--- config.mk ---
export PLATFORM = sky130hd
export DESIGN_NAME = lsm_monitor
export DESIGN_NICKNAME = d
export VERILOG_FILES = /design/src/hw/lsm_pkg.sv /design/src/hw/lsm_monitor.sv /design/src/hw/lsm_elapsed_us.sv
export SDC_FILE = /design/constraint.sdc
export NUM_CORES = 2
export LEC_CHECK = 0
export ABC_AREA = 1
export BUFFER_PORTS_ARGS = -buffer_cell sky130_fd_sc_hd__buf_2
export CAP_MARGIN = 10
export CORE_ASPECT_RATIO = 0.8
export CORE_MARGIN = 2
export CORE_UTILIZATION = 45
export CTS_CLUSTER_SIZE = 16
export DETAILED_ROUTE_END_ITERATION = 7
export GPL_ROUTABILITY_DRIVEN = 0
export SYNTH_ARGS = -nofsm -noshare
export SYNTH_HDL_FRONTEND = slang
export SYNTH_SLANG_ARGS = --single-unit
export TNS_END_PERCENT = 20
--- constraint.sdc ---
create_clock -name clk -period 16 [get_ports clk]
set_clock_uncertainty 0.05 [all_clocks]
set_input_delay 0 -clock clk [delete_from_list [all_inputs] [get_ports clk]]
set_output_delay 0 -clock clk [all_outputs]
set_load 0.1 [all_outputs]
--- src/hw/lsm_pkg.sv ---
// lsm_pkg: shared constants, state encoding and carriers for the
// limited-speed monitor.
// assumes a single 25 MHz clock and a plain register port of 8/32 bits.
package lsm_pkg;

	// clock and time base
	localparam int unsigned CLK_HZ     = 25_000_000;
	localparam int unsigned US_PER_S   = 1_000_000;
	localparam int unsigned CYC_PER_US = CLK_HZ / US_PER_S;

	// sizes
	localparam int NUM_LIMITS = 4;
	localparam int DW         = 32;
	localparam int AW         = 8;

	// register byte offsets
	localparam logic [AW-1:0] OFS_CTRL     = 8'h00;
	localparam logic [AW-1:0] OFS_STATUS   = 8'h04;
	localparam logic [AW-1:0] OFS_SLOPE    = 8'h08;
	localparam logic [AW-1:0] OFS_DELAY    = 8'h0C;
	localparam logic [AW-1:0] OFS_EARLY_T  = 8'h10;
	localparam logic [AW-1:0] OFS_ENFORCED = 8'h14;
	localparam logic [AW-1:0] OFS_LIMIT0   = 8'h20;
	localparam logic [AW-1:0] OFS_TMON0    = 8'h30;

	// control register bit positions
	localparam int CTRL_ENABLE = 0;
	localparam int CTRL_RAMP   = 1;
	localparam int CTRL_EARLY  = 2;
	localparam int CTRL_ACK    = 3;

	// status register bit positions
	localparam int STAT_LIMIT  = 0;
	localparam int STAT_NOERR  = 1;
	localparam int STAT_TORQUE = 2;
	localparam int STAT_STATE  = 4;

	// values after reset
	localparam logic [DW-1:0] RST_CTRL  = 32'h0000_0002;
	localparam logic [DW-1:0] RST_SLOPE = 32'h3FFF_0001;
	localparam logic [DW-1:0] RST_LIMIT = 32'h0000_0000;
	localparam logic [DW-1:0] RST_TMON  = 32'h0000_0000;
	localparam logic [DW-1:0] RST_DELAY = 32'h0000_0000;
	localparam logic [DW-1:0] RST_EARLY = 32'h0000_0000;
	localparam logic [DW-1:0] NO_LIMIT  = 32'hFFFF_FFFF;

	// supervision states, gray along idle-delay-ramp-safe-fail
	typedef enum logic [2:0] {
		ST_IDLE  = 3'b000,
		ST_DELAY = 3'b001,
		ST_RAMP  = 3'b011,
		ST_SAFE  = 3'b010,
		ST_FAIL  = 3'b110
	} lsm_state_t;

	// speed feedback from the safe encoder
	typedef struct packed {
		logic                 present;
		logic                 fault;
		logic signed [DW-1:0] speed;
	} lsm_enc_t;

	// drive-side outputs
	typedef struct packed {
		logic torque_enable;
		logic no_function_error_out;
		logic limit_status;
	} lsm_drive_t;

endpackage

--- src/hw/lsm_monitor.sv ---
// lsm_monitor: limited-speed supervision of one drive axis.
// assumes requests and encoder data are same-clock logic on clk;
// the register port is a plain strobe port, read data one cycle later.
//
// Overview of operation
// - four request inputs, any combination allowed
// - several requests: smallest limit is enforced
// - enabled with a request active and bad encoder: fail at once
// - over the enforced limit: latched fail until ack
// - fail state drops the torque enable output
// - fail state clears the no-error output
// - zero monitoring time: enforce next cycle
// - status bit while limit safely enforced
// - ramp or time-only mode, ramp default
// - configurable ramp slope, units per second squared
// - timer starts when a request becomes active
// - ramp check starts after the start delay
// - ramp starts at enforced limit, falls by slope
// - ramp at target or timeout: enforce target
// - per-limit monitoring time in microseconds, default zero
// - early completion after speed stays below target
// - four limit values in units per second
// - start delay in microseconds, default zero
// - time-only: enforce after delay plus monitoring time
`timescale 1ns/1ps
module lsm_monitor
	import lsm_pkg::*;
(
	// clock and reset
	input  wire logic                  clk,
	input  wire logic                  resetn,
	// register port
	input  wire logic [AW-1:0]         reg_addr,
	input  wire logic [DW-1:0]         reg_wdata,
	input  wire logic                  reg_wr,
	input  wire logic                  reg_rd,
	output logic [DW-1:0]              reg_rdata,
	// safe application requests
	input  wire logic [NUM_LIMITS-1:0] speed_limit_request,
	// safe encoder feedback
	input  wire lsm_enc_t              enc,
	// drive outputs
	output lsm_drive_t                 drive
);

	// magnitude of a signed speed
	function automatic logic [DW-1:0] mag(input logic signed [DW-1:0] v);
		return v[DW-1] ? DW'(-v) : DW'(v);
	endfunction

	// speed scaled by the clock rate, so per-cycle slope steps are exact
	function automatic logic [63:0] scale_hz(input logic [DW-1:0] v);
		return {32'h0000_0000, v} * 64'(CLK_HZ);
	endfunction

	// index of the smallest requested limit
	function automatic logic [1:0] min_idx(
		input logic [NUM_LIMITS-1:0] rq,
		input logic [DW-1:0]         lim [NUM_LIMITS]
	);
		logic [1:0]    best;
		logic [DW-1:0] bv;
		logic          hit;
		best = 2'd0;
		bv   = NO_LIMIT;
		hit  = 1'b0;
		for (int i = 0; i < NUM_LIMITS; i++) begin
			if (rq[i] && (!hit || lim[i] < bv)) begin
				best = 2'(i);
				bv   = lim[i];
				hit  = 1'b1;
			end
		end
		return best;
	endfunction

	// ---------------- register file ----------------
	logic [DW-1:0] ctrl_reg,    ctrl_next;     // enable, mode, early
	logic [DW-1:0] slope_reg,   slope_next;    // ramp slope
	logic [DW-1:0] delay_reg,   delay_next;    // ramp start delay, us
	logic [DW-1:0] early_reg,   early_next;    // early completion time, us
	logic [DW-1:0] lim_reg  [NUM_LIMITS];      // speed_limit_value
	logic [DW-1:0] lim_next [NUM_LIMITS];
	logic [DW-1:0] tmon_reg [NUM_LIMITS];      // decel_monitor_time
	logic [DW-1:0] tmon_next[NUM_LIMITS];
	logic [DW-1:0] rdata_reg,   rdata_next;    // read data, one cycle late
	logic          ack;                        // fault acknowledge pulse

	// supervision state (declared here, read back by software)
	lsm_state_t    state_reg,   state_next;
	logic [DW-1:0] enf_reg,     enf_next;      // limit enforced now
	lsm_drive_t    drive_reg,   drive_next;

	// register writes and read mux
	always_comb begin
		ctrl_next  = ctrl_reg;
		slope_next = slope_reg;
		delay_next = delay_reg;
		early_next = early_reg;
		lim_next   = lim_reg;
		tmon_next  = tmon_reg;
		rdata_next = '0;
		ack        = 1'b0;
		if (reg_wr) begin
			if (reg_addr == OFS_CTRL) begin
				ctrl_next = {29'h0000_0000, reg_wdata[2:0]};
				ack       = reg_wdata[CTRL_ACK];
			end else if (reg_addr == OFS_SLOPE) begin
				slope_next = reg_wdata;
			end else if (reg_addr == OFS_DELAY) begin
				delay_next = reg_wdata;
			end else if (reg_addr == OFS_EARLY_T) begin
				early_next = reg_wdata;
			end else if (reg_addr[7:4] == OFS_LIMIT0[7:4]) begin
				lim_next[reg_addr[3:2]] = reg_wdata;
			end else if (reg_addr[7:4] == OFS_TMON0[7:4]) begin
				tmon_next[reg_addr[3:2]] = reg_wdata;
			end
		end
		if (reg_rd) begin
			if (reg_addr == OFS_CTRL) begin
				rdata_next = ctrl_reg;
			end else if (reg_addr == OFS_STATUS) begin
				rdata_next[STAT_LIMIT]  = drive_reg.limit_status;
				rdata_next[STAT_NOERR]  = drive_reg.no_function_error_out;
				rdata_next[STAT_TORQUE] = drive_reg.torque_enable;
				rdata_next[STAT_STATE +: 3] = state_reg;
			end else if (reg_addr == OFS_SLOPE) begin
				rdata_next = slope_reg;
			end else if (reg_addr == OFS_DELAY) begin
				rdata_next = delay_reg;
			end else if (reg_addr == OFS_EARLY_T) begin
				rdata_next = early_reg;
			end else if (reg_addr == OFS_ENFORCED) begin
				rdata_next = enf_reg;
			end else if (reg_addr[7:4] == OFS_LIMIT0[7:4]) begin
				rdata_next = lim_reg[reg_addr[3:2]];
			end else if (reg_addr[7:4] == OFS_TMON0[7:4]) begin
				rdata_next = tmon_reg[reg_addr[3:2]];
			end
		end
	end

	// register file flops
	always_ff @(posedge clk or negedge resetn) begin
		if (!resetn) begin
			ctrl_reg  <= RST_CTRL;
			slope_reg <= RST_SLOPE;
			delay_reg <= RST_DELAY;
			early_reg <= RST_EARLY;
			rdata_reg <= '0;
			for (int i = 0; i < NUM_LIMITS; i++) begin
				lim_reg[i]  <= RST_LIMIT;
				tmon_reg[i] <= RST_TMON;
			end
		end else begin
			ctrl_reg  <= ctrl_next;
			slope_reg <= slope_next;
			delay_reg <= delay_next;
			early_reg <= early_next;
			rdata_reg <= rdata_next;
			lim_reg   <= lim_next;
			tmon_reg  <= tmon_next;
		end
	end

	assign reg_rdata = rdata_reg;

	// ---------------- supervision ----------------
	logic [NUM_LIMITS-1:0] req_prev_reg;   // requests one cycle ago
	logic [63:0]   ramp_reg, ramp_next;    // ramp value times CLK_HZ
	logic          enable;                 // function enabled
	logic          ramp_mode;              // ramp plus time, else time
	logic          early_en;               // early completion on
	logic          any_req;                // at least one request
	logic          req_chg;                // request set changed
	logic          bad_enc;                // no encoder or faulty
	logic [1:0]    tidx;                   // index of target limit
	logic [DW-1:0] target;                 // smallest requested limit
	logic [DW-1:0] ttmon;                  // its monitoring time
	logic [DW-1:0] spd;                    // speed magnitude
	logic [63:0]   spd_hz;                 // speed magnitude scaled
	logic          run_req;                // request timer runs
	logic          run_early;              // early timer runs
	logic [DW-1:0] req_us;                 // us since request
	logic [DW-1:0] early_us;               // us below target

	assign enable    = ctrl_reg[CTRL_ENABLE];
	assign ramp_mode = ctrl_reg[CTRL_RAMP];
	assign early_en  = ctrl_reg[CTRL_EARLY];
	assign any_req   = |speed_limit_request;
	assign req_chg   = speed_limit_request != req_prev_reg;
	assign bad_enc   = !enc.present || enc.fault;
	assign tidx      = min_idx(speed_limit_request, lim_reg);
	assign target    = lim_reg[tidx];
	assign ttmon     = tmon_reg[tidx];
	assign spd       = mag(enc.speed);
	assign spd_hz    = scale_hz(spd);

	// the request timer restarts whenever the request set changes
	assign run_req   = (state_reg == ST_DELAY || state_reg == ST_RAMP)
	                   && !req_chg;
	assign run_early = state_reg == ST_RAMP && early_en
	                   && spd < target;

	// time since the request became active
	lsm_elapsed_us #(
		.W (DW)
	) u_req_timer (
		.clk        (clk),
		.resetn     (resetn),
		.run        (run_req),
		.elapsed_us (req_us)
	);

	// time the speed has stayed below the target
	lsm_elapsed_us #(
		.W (DW)
	) u_early_timer (
		.clk        (clk),
		.resetn     (resetn),
		.run        (run_early),
		.elapsed_us (early_us)
	);

	// next state, enforced limit and ramp
	always_comb begin
		state_next = state_reg;
		enf_next   = enf_reg;
		ramp_next  = ramp_reg;
		case (state_reg)
			ST_IDLE: begin
				enf_next  = NO_LIMIT;
				ramp_next = '0;
				if (enable && any_req) begin
					if (bad_enc) begin
						state_next = ST_FAIL;
					end else if (ttmon == '0) begin
						state_next = ST_SAFE;
						enf_next   = target;
					end else begin
						state_next = ST_DELAY;
						ramp_next  = scale_hz(enf_reg);
					end
				end
			end
			ST_DELAY, ST_RAMP, ST_SAFE: begin
				if (!enable || !any_req) begin
					state_next = ST_IDLE;
					enf_next   = NO_LIMIT;
					ramp_next  = '0;
				end else if (bad_enc) begin
					state_next = ST_FAIL;
				end else if (spd > enf_reg) begin
					state_next = ST_FAIL;
				end else if (req_chg) begin
					// new request set: restart from the limit held now
					if (ttmon == '0) begin
						state_next = ST_SAFE;
						enf_next   = target;
					end else begin
						state_next = ST_DELAY;
						ramp_next  = scale_hz(enf_reg);
					end
				end else if (state_reg == ST_DELAY) begin
					if (ramp_mode) begin
						if (req_us >= ttmon) begin
							state_next = ST_SAFE;
							enf_next   = target;
						end else if (req_us >= delay_reg) begin
							state_next = ST_RAMP;
						end
					end else if ({1'b0, req_us} >=
					             {1'b0, delay_reg} + {1'b0, ttmon}) begin
						state_next = ST_SAFE;
						enf_next   = target;
					end
				end else if (state_reg == ST_RAMP) begin
					if (spd_hz > ramp_reg) begin
						state_next = ST_FAIL;
					end else if (ramp_reg <= scale_hz(target)
					             || req_us >= ttmon) begin
						state_next = ST_SAFE;
						enf_next   = target;
					end else if (run_early && early_us >= early_reg) begin
						state_next = ST_SAFE;
						enf_next   = target;
					end else if (ramp_reg > {32'h0000_0000, slope_reg}) begin
						ramp_next = ramp_reg - {32'h0000_0000, slope_reg};
					end else begin
						ramp_next = '0;
					end
				end else begin
					enf_next = target;
				end
			end
			ST_FAIL: begin
				// latched until software acknowledges
				if (ack) begin
					state_next = ST_IDLE;
					enf_next   = NO_LIMIT;
					ramp_next  = '0;
				end
			end
			default: begin
				state_next = ST_FAIL;
				enf_next   = NO_LIMIT;
				ramp_next  = '0;
			end
		endcase
	end

	// drive outputs follow the state being entered
	always_comb begin
		drive_next.torque_enable         = state_next != ST_FAIL;
		drive_next.no_function_error_out = state_next != ST_FAIL;
		drive_next.limit_status          = state_next == ST_SAFE;
	end

	// supervision flops
	always_ff @(posedge clk or negedge resetn) begin
		if (!resetn) begin
			state_reg    <= ST_IDLE;
			enf_reg      <= NO_LIMIT;
			ramp_reg     <= '0;
			req_prev_reg <= '0;
			drive_reg    <= '{torque_enable: 1'b1,
			                  no_function_error_out: 1'b1,
			                  limit_status: 1'b0};
		end else begin
			state_reg    <= state_next;
			enf_reg      <= enf_next;
			ramp_reg     <= ramp_next;
			req_prev_reg <= speed_limit_request;
			drive_reg    <= drive_next;
		end
	end

	assign drive = drive_reg;

endmodule

--- src/hw/lsm_elapsed_us.sv ---
// lsm_elapsed_us: microsecond elapsed-time counter with prescaler.
// assumes run is a same-clock level; low clears the count at once.
`timescale 1ns/1ps
module lsm_elapsed_us
	import lsm_pkg::*;
#(
	parameter int W = 32
) (
	// clock and reset
	input  wire logic         clk,
	input  wire logic         resetn,
	// control
	input  wire logic         run,
	// whole microseconds since run rose, saturating
	output logic [W-1:0]      elapsed_us
);

	localparam int PW = $clog2(CYC_PER_US + 1);
	localparam logic [PW-1:0] PRE_LAST = PW'(CYC_PER_US - 1);

	logic [PW-1:0] pre_reg;   // cycles within current microsecond
	logic [PW-1:0] pre_next;
	logic [W-1:0]  cnt_reg;   // microseconds elapsed
	logic [W-1:0]  cnt_next;

	// next prescaler and count
	always_comb begin
		pre_next = pre_reg;
		cnt_next = cnt_reg;
		if (!run) begin
			pre_next = '0;
			cnt_next = '0;
		end else if (pre_reg == PRE_LAST) begin
			pre_next = '0;
			if (cnt_reg != '1) begin
				cnt_next = cnt_reg + 1'b1;
			end
		end else begin
			pre_next = pre_reg + 1'b1;
		end
	end

	// register the counter
	always_ff @(posedge clk or negedge resetn) begin
		if (!resetn) begin
			pre_reg <= '0;
			cnt_reg <= '0;
		end else begin
			pre_reg <= pre_next;
			cnt_reg <= cnt_next;
		end
	end

	assign elapsed_us = cnt_reg;

endmodule

# Word level (Yosys, flattened, before mapping)
# Cells that the tools add are included.
[op_classes] addsub=7 multipliers=3 order_cmp=15 n_eq_ne=36 n_mux=102 bitwise_logic=7 reduce_logical=38
[op_table] op="32-bit 2-to-1 mux" n=44
[op_table] op="64-bit 2-to-1 mux" n=12
[op_table] op="32-bit binary-select mux with 2-bit select" n=4
[op_table] op="128-bit bitwise mux" n=2
[op_table] op="64-bit one-hot mux with 3 select lines" n=1
[op_table] op="57-bit 2-to-1 mux" n=3
[op_table] op="32-bit by 19-bit multiplier with 51-bit output, second input constant" n=3
[op_table] op="32-bit < comparator" n=4
[op_table] op="32-bit >= comparator" n=3
[op_table] op="32-bit one-hot mux with 3 select lines" n=1
[op_table] op="32-bit by 1-bit adder with 32-bit output, second input constant" n=2
[op_table] op="32-bit demux with 2-bit select" n=1
[op_table] op="57-bit by 64-bit greater-than comparator with 1-bit output" n=1
[op_table] op="64-bit by 32-bit greater-than comparator with 1-bit output" n=1
[op_table] op="64-bit by 57-bit less-or-equal comparator with 1-bit output" n=1
[op_table] op="32-bit inequality test, second input constant" n=2
[op_table] op="64-bit by 32-bit subtractor with 64-bit output" n=1
[op_table] op="3-bit 2-to-1 mux" n=18
[op_table] op="32-bit by 32-bit adder with 33-bit output" n=1
[op_table] op="32-bit by 33-bit >= comparator with 1-bit output" n=1
[op_table] op="32-bit greater-than comparator" n=1
[op_table] op="32-bit zero test" n=1
[op_table] op="32-bit negator" n=1
[op_table] op="4-bit inequality test, second input constant" n=7
[op_table] op="39 further kinds" n=92
[word_totals] regBits=566 input_bits=82 out_inout_bits=35 word_cells=231

# Longest topological paths before layout
[logic_depth] depth_word=31 mapped_depth=122 mapped_depth_nobuf=109

# Cells and area by module
# From an unflattened synthesis, not the netlist that was laid out.
[unflattened] hier_cells=9158 area_unflattened_um2=75230.9
[modules_own_cells] mod="lsm_monitor" n_inst=1 cells_per_inst=8452 area_each_um2=70416.3 seq_area_each_um2=12373.1
[modules_own_cells] mod="lsm_elapsed_us" n_inst=2 cells_per_inst=353 area_each_um2=2407.3 seq_area_each_um2=925.9

# Least setup slack after synthesis
# OpenSTA, ideal clock, no wires.
[synth_timing] path_kind="input port to flip-flop" start="in speed_limit_request[0]" end="reg ramp_reg[54]" setup_ps=77 arrival_time_ps=15268 t_required_ps=15873 slack_ps=604 cell_stages=110 path_buffers=12 cell_sequence="buf_6 -> inv_1 -> clkbuf_1 -> clkbuf_1 -> nor2_1 -> ha_1 -> inv_1 -> o21bai_1 -> inv_1 -> nand2_1 -> nand2_1 -> nand2_1 -> nand2_1 -> nand2_1 -> nand2_1 -> nand2_1 -> nand2_1 -> nand2_2 -> (+74 left out) -> o21ai_0 -> xor2_1 -> ha_1 -> nand4_1 -> nor4_1 -> nand3_1 -> a41oi_1 -> o22ai_1 -> nor2_1 -> nand3_1 -> nand2_1 -> nand3_1 -> a21oi_1 -> nand2_2 -> inv_2 -> buf_1 -> nand2_1 -> o21ai_1"
[synth_via] elab_chain_cells=22 word_cells_on_any_way=58 classes_between="1 x mul; 6 x order compare; 9 x eq/ne; 23 x mux; 1 x bitwise; 18 x reduce/logical"
[synth_lines] element="start, declared" line_no="lsm_monitor.sv:39" source="input wire logic [NUM_LIMITS-1:0] speed_limit_request,"
[synth_lines] element="32-bit 2-to-1 mux / 1-bit 2-to-1 mux (equally long branches)" line_no="lsm_monitor.sv:68" source="if (rq[i] && (!hit || lim[i] < bv)) begin"
[synth_lines] element="32-bit < comparator / 1-bit zero test (equally long branches)" line_no="lsm_monitor.sv:68"
[synth_lines] element="1-bit logical OR" line_no="lsm_monitor.sv:68"
[synth_lines] element="1-bit logical AND" line_no="lsm_monitor.sv:68"
[synth_lines] element="32-bit 2-to-1 mux / 1-bit 2-to-1 mux (equally long branches)" line_no="lsm_monitor.sv:68"
[synth_lines] element="32-bit < comparator / 1-bit zero test (equally long branches)" line_no="lsm_monitor.sv:68"
[synth_lines] element="1-bit logical OR" line_no="lsm_monitor.sv:68"
[synth_lines] element="1-bit logical AND" line_no="lsm_monitor.sv:68"
[synth_lines] element="(+5 left out)"
[synth_lines] element="2-bit NOT with 3-bit output (implied by the code)" line_no="lsm_monitor.sv:195, lsm_monitor.sv:196"
[synth_lines] element="32-bit binary-select mux with 2-bit select, on equally long branches" line_no="lsm_monitor.sv:195, lsm_monitor.sv:196"
[synth_lines] element="32-bit 2-to-1 mux, on equally long branches (2 in a row)" line_no="lsm_monitor.sv:195, lsm_monitor.sv:196"
[synth_lines] element="32-bit by 19-bit multiplier with 51-bit output, or another cell as far along" line_no="lsm_monitor.sv:53" source="return {32'h0000_0000, v} * 64'(CLK_HZ);"
[synth_lines] element="64-bit by 57-bit less-or-equal comparator with 1-bit output, or another cell as far along" line_no="lsm_monitor.sv:281" source="end else if (ramp_reg <= scale_hz(target)"
[synth_lines] element="1-bit logical OR, or another cell as far along" line_no="lsm_monitor.sv:282" source="|| req_us >= ttmon) begin"
[synth_lines] element="4-bit inequality test (no source line) / 57-bit 2-to-1 mux (equally long branches)"
[synth_lines] element="9-bit AND reduction (no source line) / 64-bit one-hot mux with 3 select lines (equally long branches)"
[synth_lines] element="end signal, assigned" line_no="lsm_monitor.sv:333" source="ramp_reg <= ramp_next;"
[synth_lines] element="end, declared" line_no="lsm_monitor.sv:171" source="logic [63:0] ramp_reg, ramp_next;"
# Several ways; a longest one is shown, not always the timed one. The select of a mux whose other input is x is not followed.
# A chain may end at the register's enable or synchronous reset.

# Worst setup path in the final report
[layout_timing] start="reg lim_reg[122] (netlist name)" end="reg ramp_reg[29]"
[layout_via] elab_chain_cells=22 word_cells_on_any_way=42 classes_between="1 x mul; 6 x order compare; 3 x eq/ne; 18 x mux; 1 x bitwise; 13 x reduce/logical"
[layout_lines] element="start, declared" line_no="lsm_monitor.sv:82" source="logic [DW-1:0] lim_reg [NUM_LIMITS];"
[layout_lines] element="start signal, assigned" line_no="lsm_monitor.sv:162" source="lim_reg <= lim_next;"
[layout_lines] element="32-bit 2-to-1 mux" line_no="lsm_monitor.sv:68"
[layout_lines] element="32-bit < comparator" line_no="lsm_monitor.sv:68"
[layout_lines] element="1-bit logical OR" line_no="lsm_monitor.sv:68"
[layout_lines] element="1-bit logical AND" line_no="lsm_monitor.sv:68"
[layout_lines] element="32-bit 2-to-1 mux / 1-bit 2-to-1 mux (equally long branches)" line_no="lsm_monitor.sv:68"
[layout_lines] element="32-bit < comparator / 1-bit zero test (equally long branches)" line_no="lsm_monitor.sv:68"
[layout_lines] element="1-bit logical OR" line_no="lsm_monitor.sv:68"
[layout_lines] element="1-bit logical AND" line_no="lsm_monitor.sv:68"
[layout_lines] element="(+5 left out)"
[layout_lines] element="2-bit NOT with 3-bit output (implied by the code)" line_no="lsm_monitor.sv:195, lsm_monitor.sv:196"
[layout_lines] element="32-bit binary-select mux with 2-bit select, on equally long branches" line_no="lsm_monitor.sv:195, lsm_monitor.sv:196"
[layout_lines] element="32-bit 2-to-1 mux, on equally long branches (2 in a row)" line_no="lsm_monitor.sv:195, lsm_monitor.sv:196"
[layout_lines] element="32-bit by 19-bit multiplier with 51-bit output, or another cell as far along" line_no="lsm_monitor.sv:53"
[layout_lines] element="64-bit by 57-bit less-or-equal comparator with 1-bit output, or another cell as far along" line_no="lsm_monitor.sv:281"
[layout_lines] element="1-bit logical OR, or another cell as far along" line_no="lsm_monitor.sv:282"
[layout_lines] element="4-bit inequality test (no source line) / 57-bit 2-to-1 mux (equally long branches)"
[layout_lines] element="9-bit AND reduction (no source line) / 64-bit one-hot mux with 3 select lines (equally long branches)"
# Several ways; a longest one is shown, not always the timed one. The select of a mux whose other input is x is not followed.

==> run summary <==
Max-slew violations -> 0
Routed len/inst -> 22.7 um
Clock latency on the worst-skew pair -> 0.69 ns
Die Width -> 458 um
Global route overflow -> 0
Post-detail-place hpwl -> 209 mm
Global Route Usage Sum -> 0.308
Routed Antenna Nets -> 0
Synth Area in Adders -> 0.409
Slew headroom -> 0.0714
Share of cells above drive strength 1 -> 0.0867
# IOs -> 117
1st-pass router iterations -> 7
Initial drt markers -> 7338
Post-placement cell area -> 79200 um^2
CTS H-Tree Depth -> 3
Final net count -> 11200
Status -> finished clean
Initial Utilization -> 0.452
DRC violations left -> 0
Max Fanout on Critical Path -> 16
Vias per inst -> 5.58
Critical path's most frequent cell -> nand2_1
Net Count, Synth -> 10900
Core area -> 164000 um^2
Chip Height -> 367 um
Initial antenna violation count -> 21
Synth top area share -> 0.232
Full die area -> 168000 um^2
Fmax -> 65.3 MHz
Vias -> 64000
Worst reg2reg path depth -> 95
Hold path depth -> 4
FP Rows -> 133
Maximum Capacitance Violations -> 0
Hold crit path type -> in -> reg
Area fraction in compound gates after synthesis -> 0.138
Largest net degree at the start of global routing -> 84
Slew @ Worst Pin -> 1.38 ns
Clk buf depth -> 3
Synth Register Bits -> 566
Top FF cell, synth -> dfrtp_1
Synthesis warning total -> 0
Tcrit/Tclk final -> 0.957
# clock sinks -> 566
Area Overhead vs Synth -> 12.2%
Final setup vio count -> 0
CTS tree -> yes
Worst R2R Setup Slack -> 0.69 ns
WS Path Type -> reg -> reg
Leading area contributor after synthesis -> fa_1
Worst setup margin -> 0.691 ns
Avg Inst Size Synth -> 8.35 um^2
CP startpoint kind -> flop
WP data arrival -> 15.83 ns
Asr flop ratio synth -> 1.00
CTS Buf Count -> 66
Worst Path Required -> 16.53 ns
Post-synth EDFFs -> 0
Crit path capture type -> flop
Syn Inst Count -> 8865
# port buffers -> 116
CP max stage delay -> 0.55 ns
Mux cell area share after synthesis -> 0
Largest family of logic cells by synthesized area -> adder cells
CTS root buffer -> clkbuf_16
Final hold slack -> 0.0548 ns
Fin. Hold Viols -> 0
Post-synth cell types -> 65
Post-placement setup slack -> -0.135 ns
Number of fillers in the final layout -> 15600
Vias in the first global route -> 61800
Final WL -> 260 mm
Slowest CP cell -> fa_1
Sequential area share after synthesis -> 0.192
Synth Cell Area -> 74000 um^2
Synth Area in Simple Gates -> 0.115
Synth area leaders -> fa_1 23%, ha_1 18%, dfrtp_1 17%, inv_1 10%, nand2_1 5.9%
Post-Synth XOR/XNOR Area -> 0.0308
First-pass GRT wire length -> 390 mm
Post-Layout Inst Area -> 83100 um^2
Min Tclk post-route -> 15.31 ns
Worst-path clk slew -> 0.07 ns
## through the flow
step / utilization / std cells / TNS [ns]
floorplan: - / 8865 / 0
global placement: 0.483 / 11300 / 0
detailed placement: 0.483 / 11300 / -3.81
CTS: 0.501 / 11400 / 0
global route: 0.507 / 11500 / -3.75
finish: 0.507 / 11500 / 0
## worst paths after layout
kind,start,end
max,lim_reg[122]$_DFFE_PN0P_,ramp_reg[29]$_DFFE_PN0P_
min,reg_wdata[19],tmon_reg[19]$_DFFE_PN0P_
max reg2reg,lim_reg[122]$_DFFE_PN0P_,ramp_reg[29]$_DFFE_PN0P_
min reg2reg,u_req_timer.pre_reg[0]$_DFF_PN0_,u_req_timer.pre_reg[0]$_DFF_PN0_
max in group asynchronous,resetn,lim_reg[63]$_DFFE_PN0P_
min in group asynchronous,resetn,slope_reg[20]$_DFFE_PN1P_
## cell usage after synthesis (21+ instances only)
library cell	n
nand3_1	164
nand2_1	1170
nor2_1	474
inv_1	2016
xor2_1	147
o21ai_1	70
a21oi_1	536
o21bai_1	27
clkbuf_1	170
o21ai_0	800
fa_1	858
dfrtp_1	517
dfstp_2	49
xnor2_1	113
nor3_1	88
nor4_1	27
o31ai_1	33
buf_1	22
a221oi_1	27
a31oi_1	33
nand4_1	94
ha_1	1048
o2111ai_1	21
o22ai_1	91
o211ai_1	44
a211oi_1	46
## layer usage
layer	share of wire	global-route usage	wire length, um	vias up
met5	0.00018	0	48	-
met4	0.037	0.0955	9680	8
met3	0.12	0.0848	30700	449
met2	0.40	0.433	105000	3136
met1	0.44	0.456	115000	31100
li1	-	-	-	29300
## worst max-delay path: cells and delay by family (launching register included)
| family | cells | cell delay, ns |
|---|---|---|
| XOR/XNOR | 1 | 0.15 |
| buffers and inverters | 19 | 2.17 |
| AO/OA/AOI/OAI | 25 | 3.85 |
| flip-flops | 1 | 0.41 |
| adder cells (fa/ha/maj) | 11 | 4.33 |
| AND/OR/NAND/NOR | 39 | 4.21 |
## layout by cell type (no fill, tap or decap), types with 17 or more instances in the layout
cell	count
o211ai_1	44
clkbuf_16	77
xor2_1	144
a31oi_1	33
a21oi_1	519
nand4_1	94
o22ai_1	90
xnor2_1	113
nor2_1	449
a211o_1	17
buf_2	115
dfstp_2	49
nand2_2	24
a21oi_2	19
nor4_1	25
nor2_2	21
dfrtp_1	517
inv_1	2006
buf_4	340
a221oi_1	27
ha_1	1036
o31ai_1	33
dlygate4sd3_1	43
nand2_1	1149
o21ai_0	786
o21ai_1	80
o21bai_1	25
nor3_1	86
o2111ai_1	21
fa_1	858
nand3_1	161
a211oi_1	42
## cells by family (layout without fill, tap and decap cells)
| logic type | Yosys count | count (layout) |
|---|---|---|
| AND/OR/NAND/NOR | 2064 | 2065 |
| flip-flops | 566 | 566 |
| AO/OA/AOI/OAI | 1826 | 1826 |
| adder cells (fa/ha/maj) | 1906 | 1906 |
| XOR/XNOR | 260 | 260 |
| other | 0 | 7 |
| buffers and inverters | 2243 | 2675 |
## layout make-up
type                    instances  area, um^2  area share
repair inverters                1        11.3    0.000136
flip-flops and latches        566       14200       0.171
multi-input cells            6057       51900       0.624
well taps                    2160        2700      0.0325
repair buffers                531        4200      0.0505
inverters                    2025        7630      0.0919
clock inverters                35         563     0.00678
clock buffers                  83        1860      0.0224
diodes                          7        17.5    0.000211
## timing repair
action,in CTS,in global routing
setup buffers,0,16
endpoints found under the hold margin,355,0
resized for setup,5,139
pin swaps,0,38
endpoints found under the setup margin,87,98
hold buffers,44,0
cloned,0,12
Power is left out: the tool's default activity adds up to more than one toggle a clock period on the data nets, which glitch-free logic cannot reach.
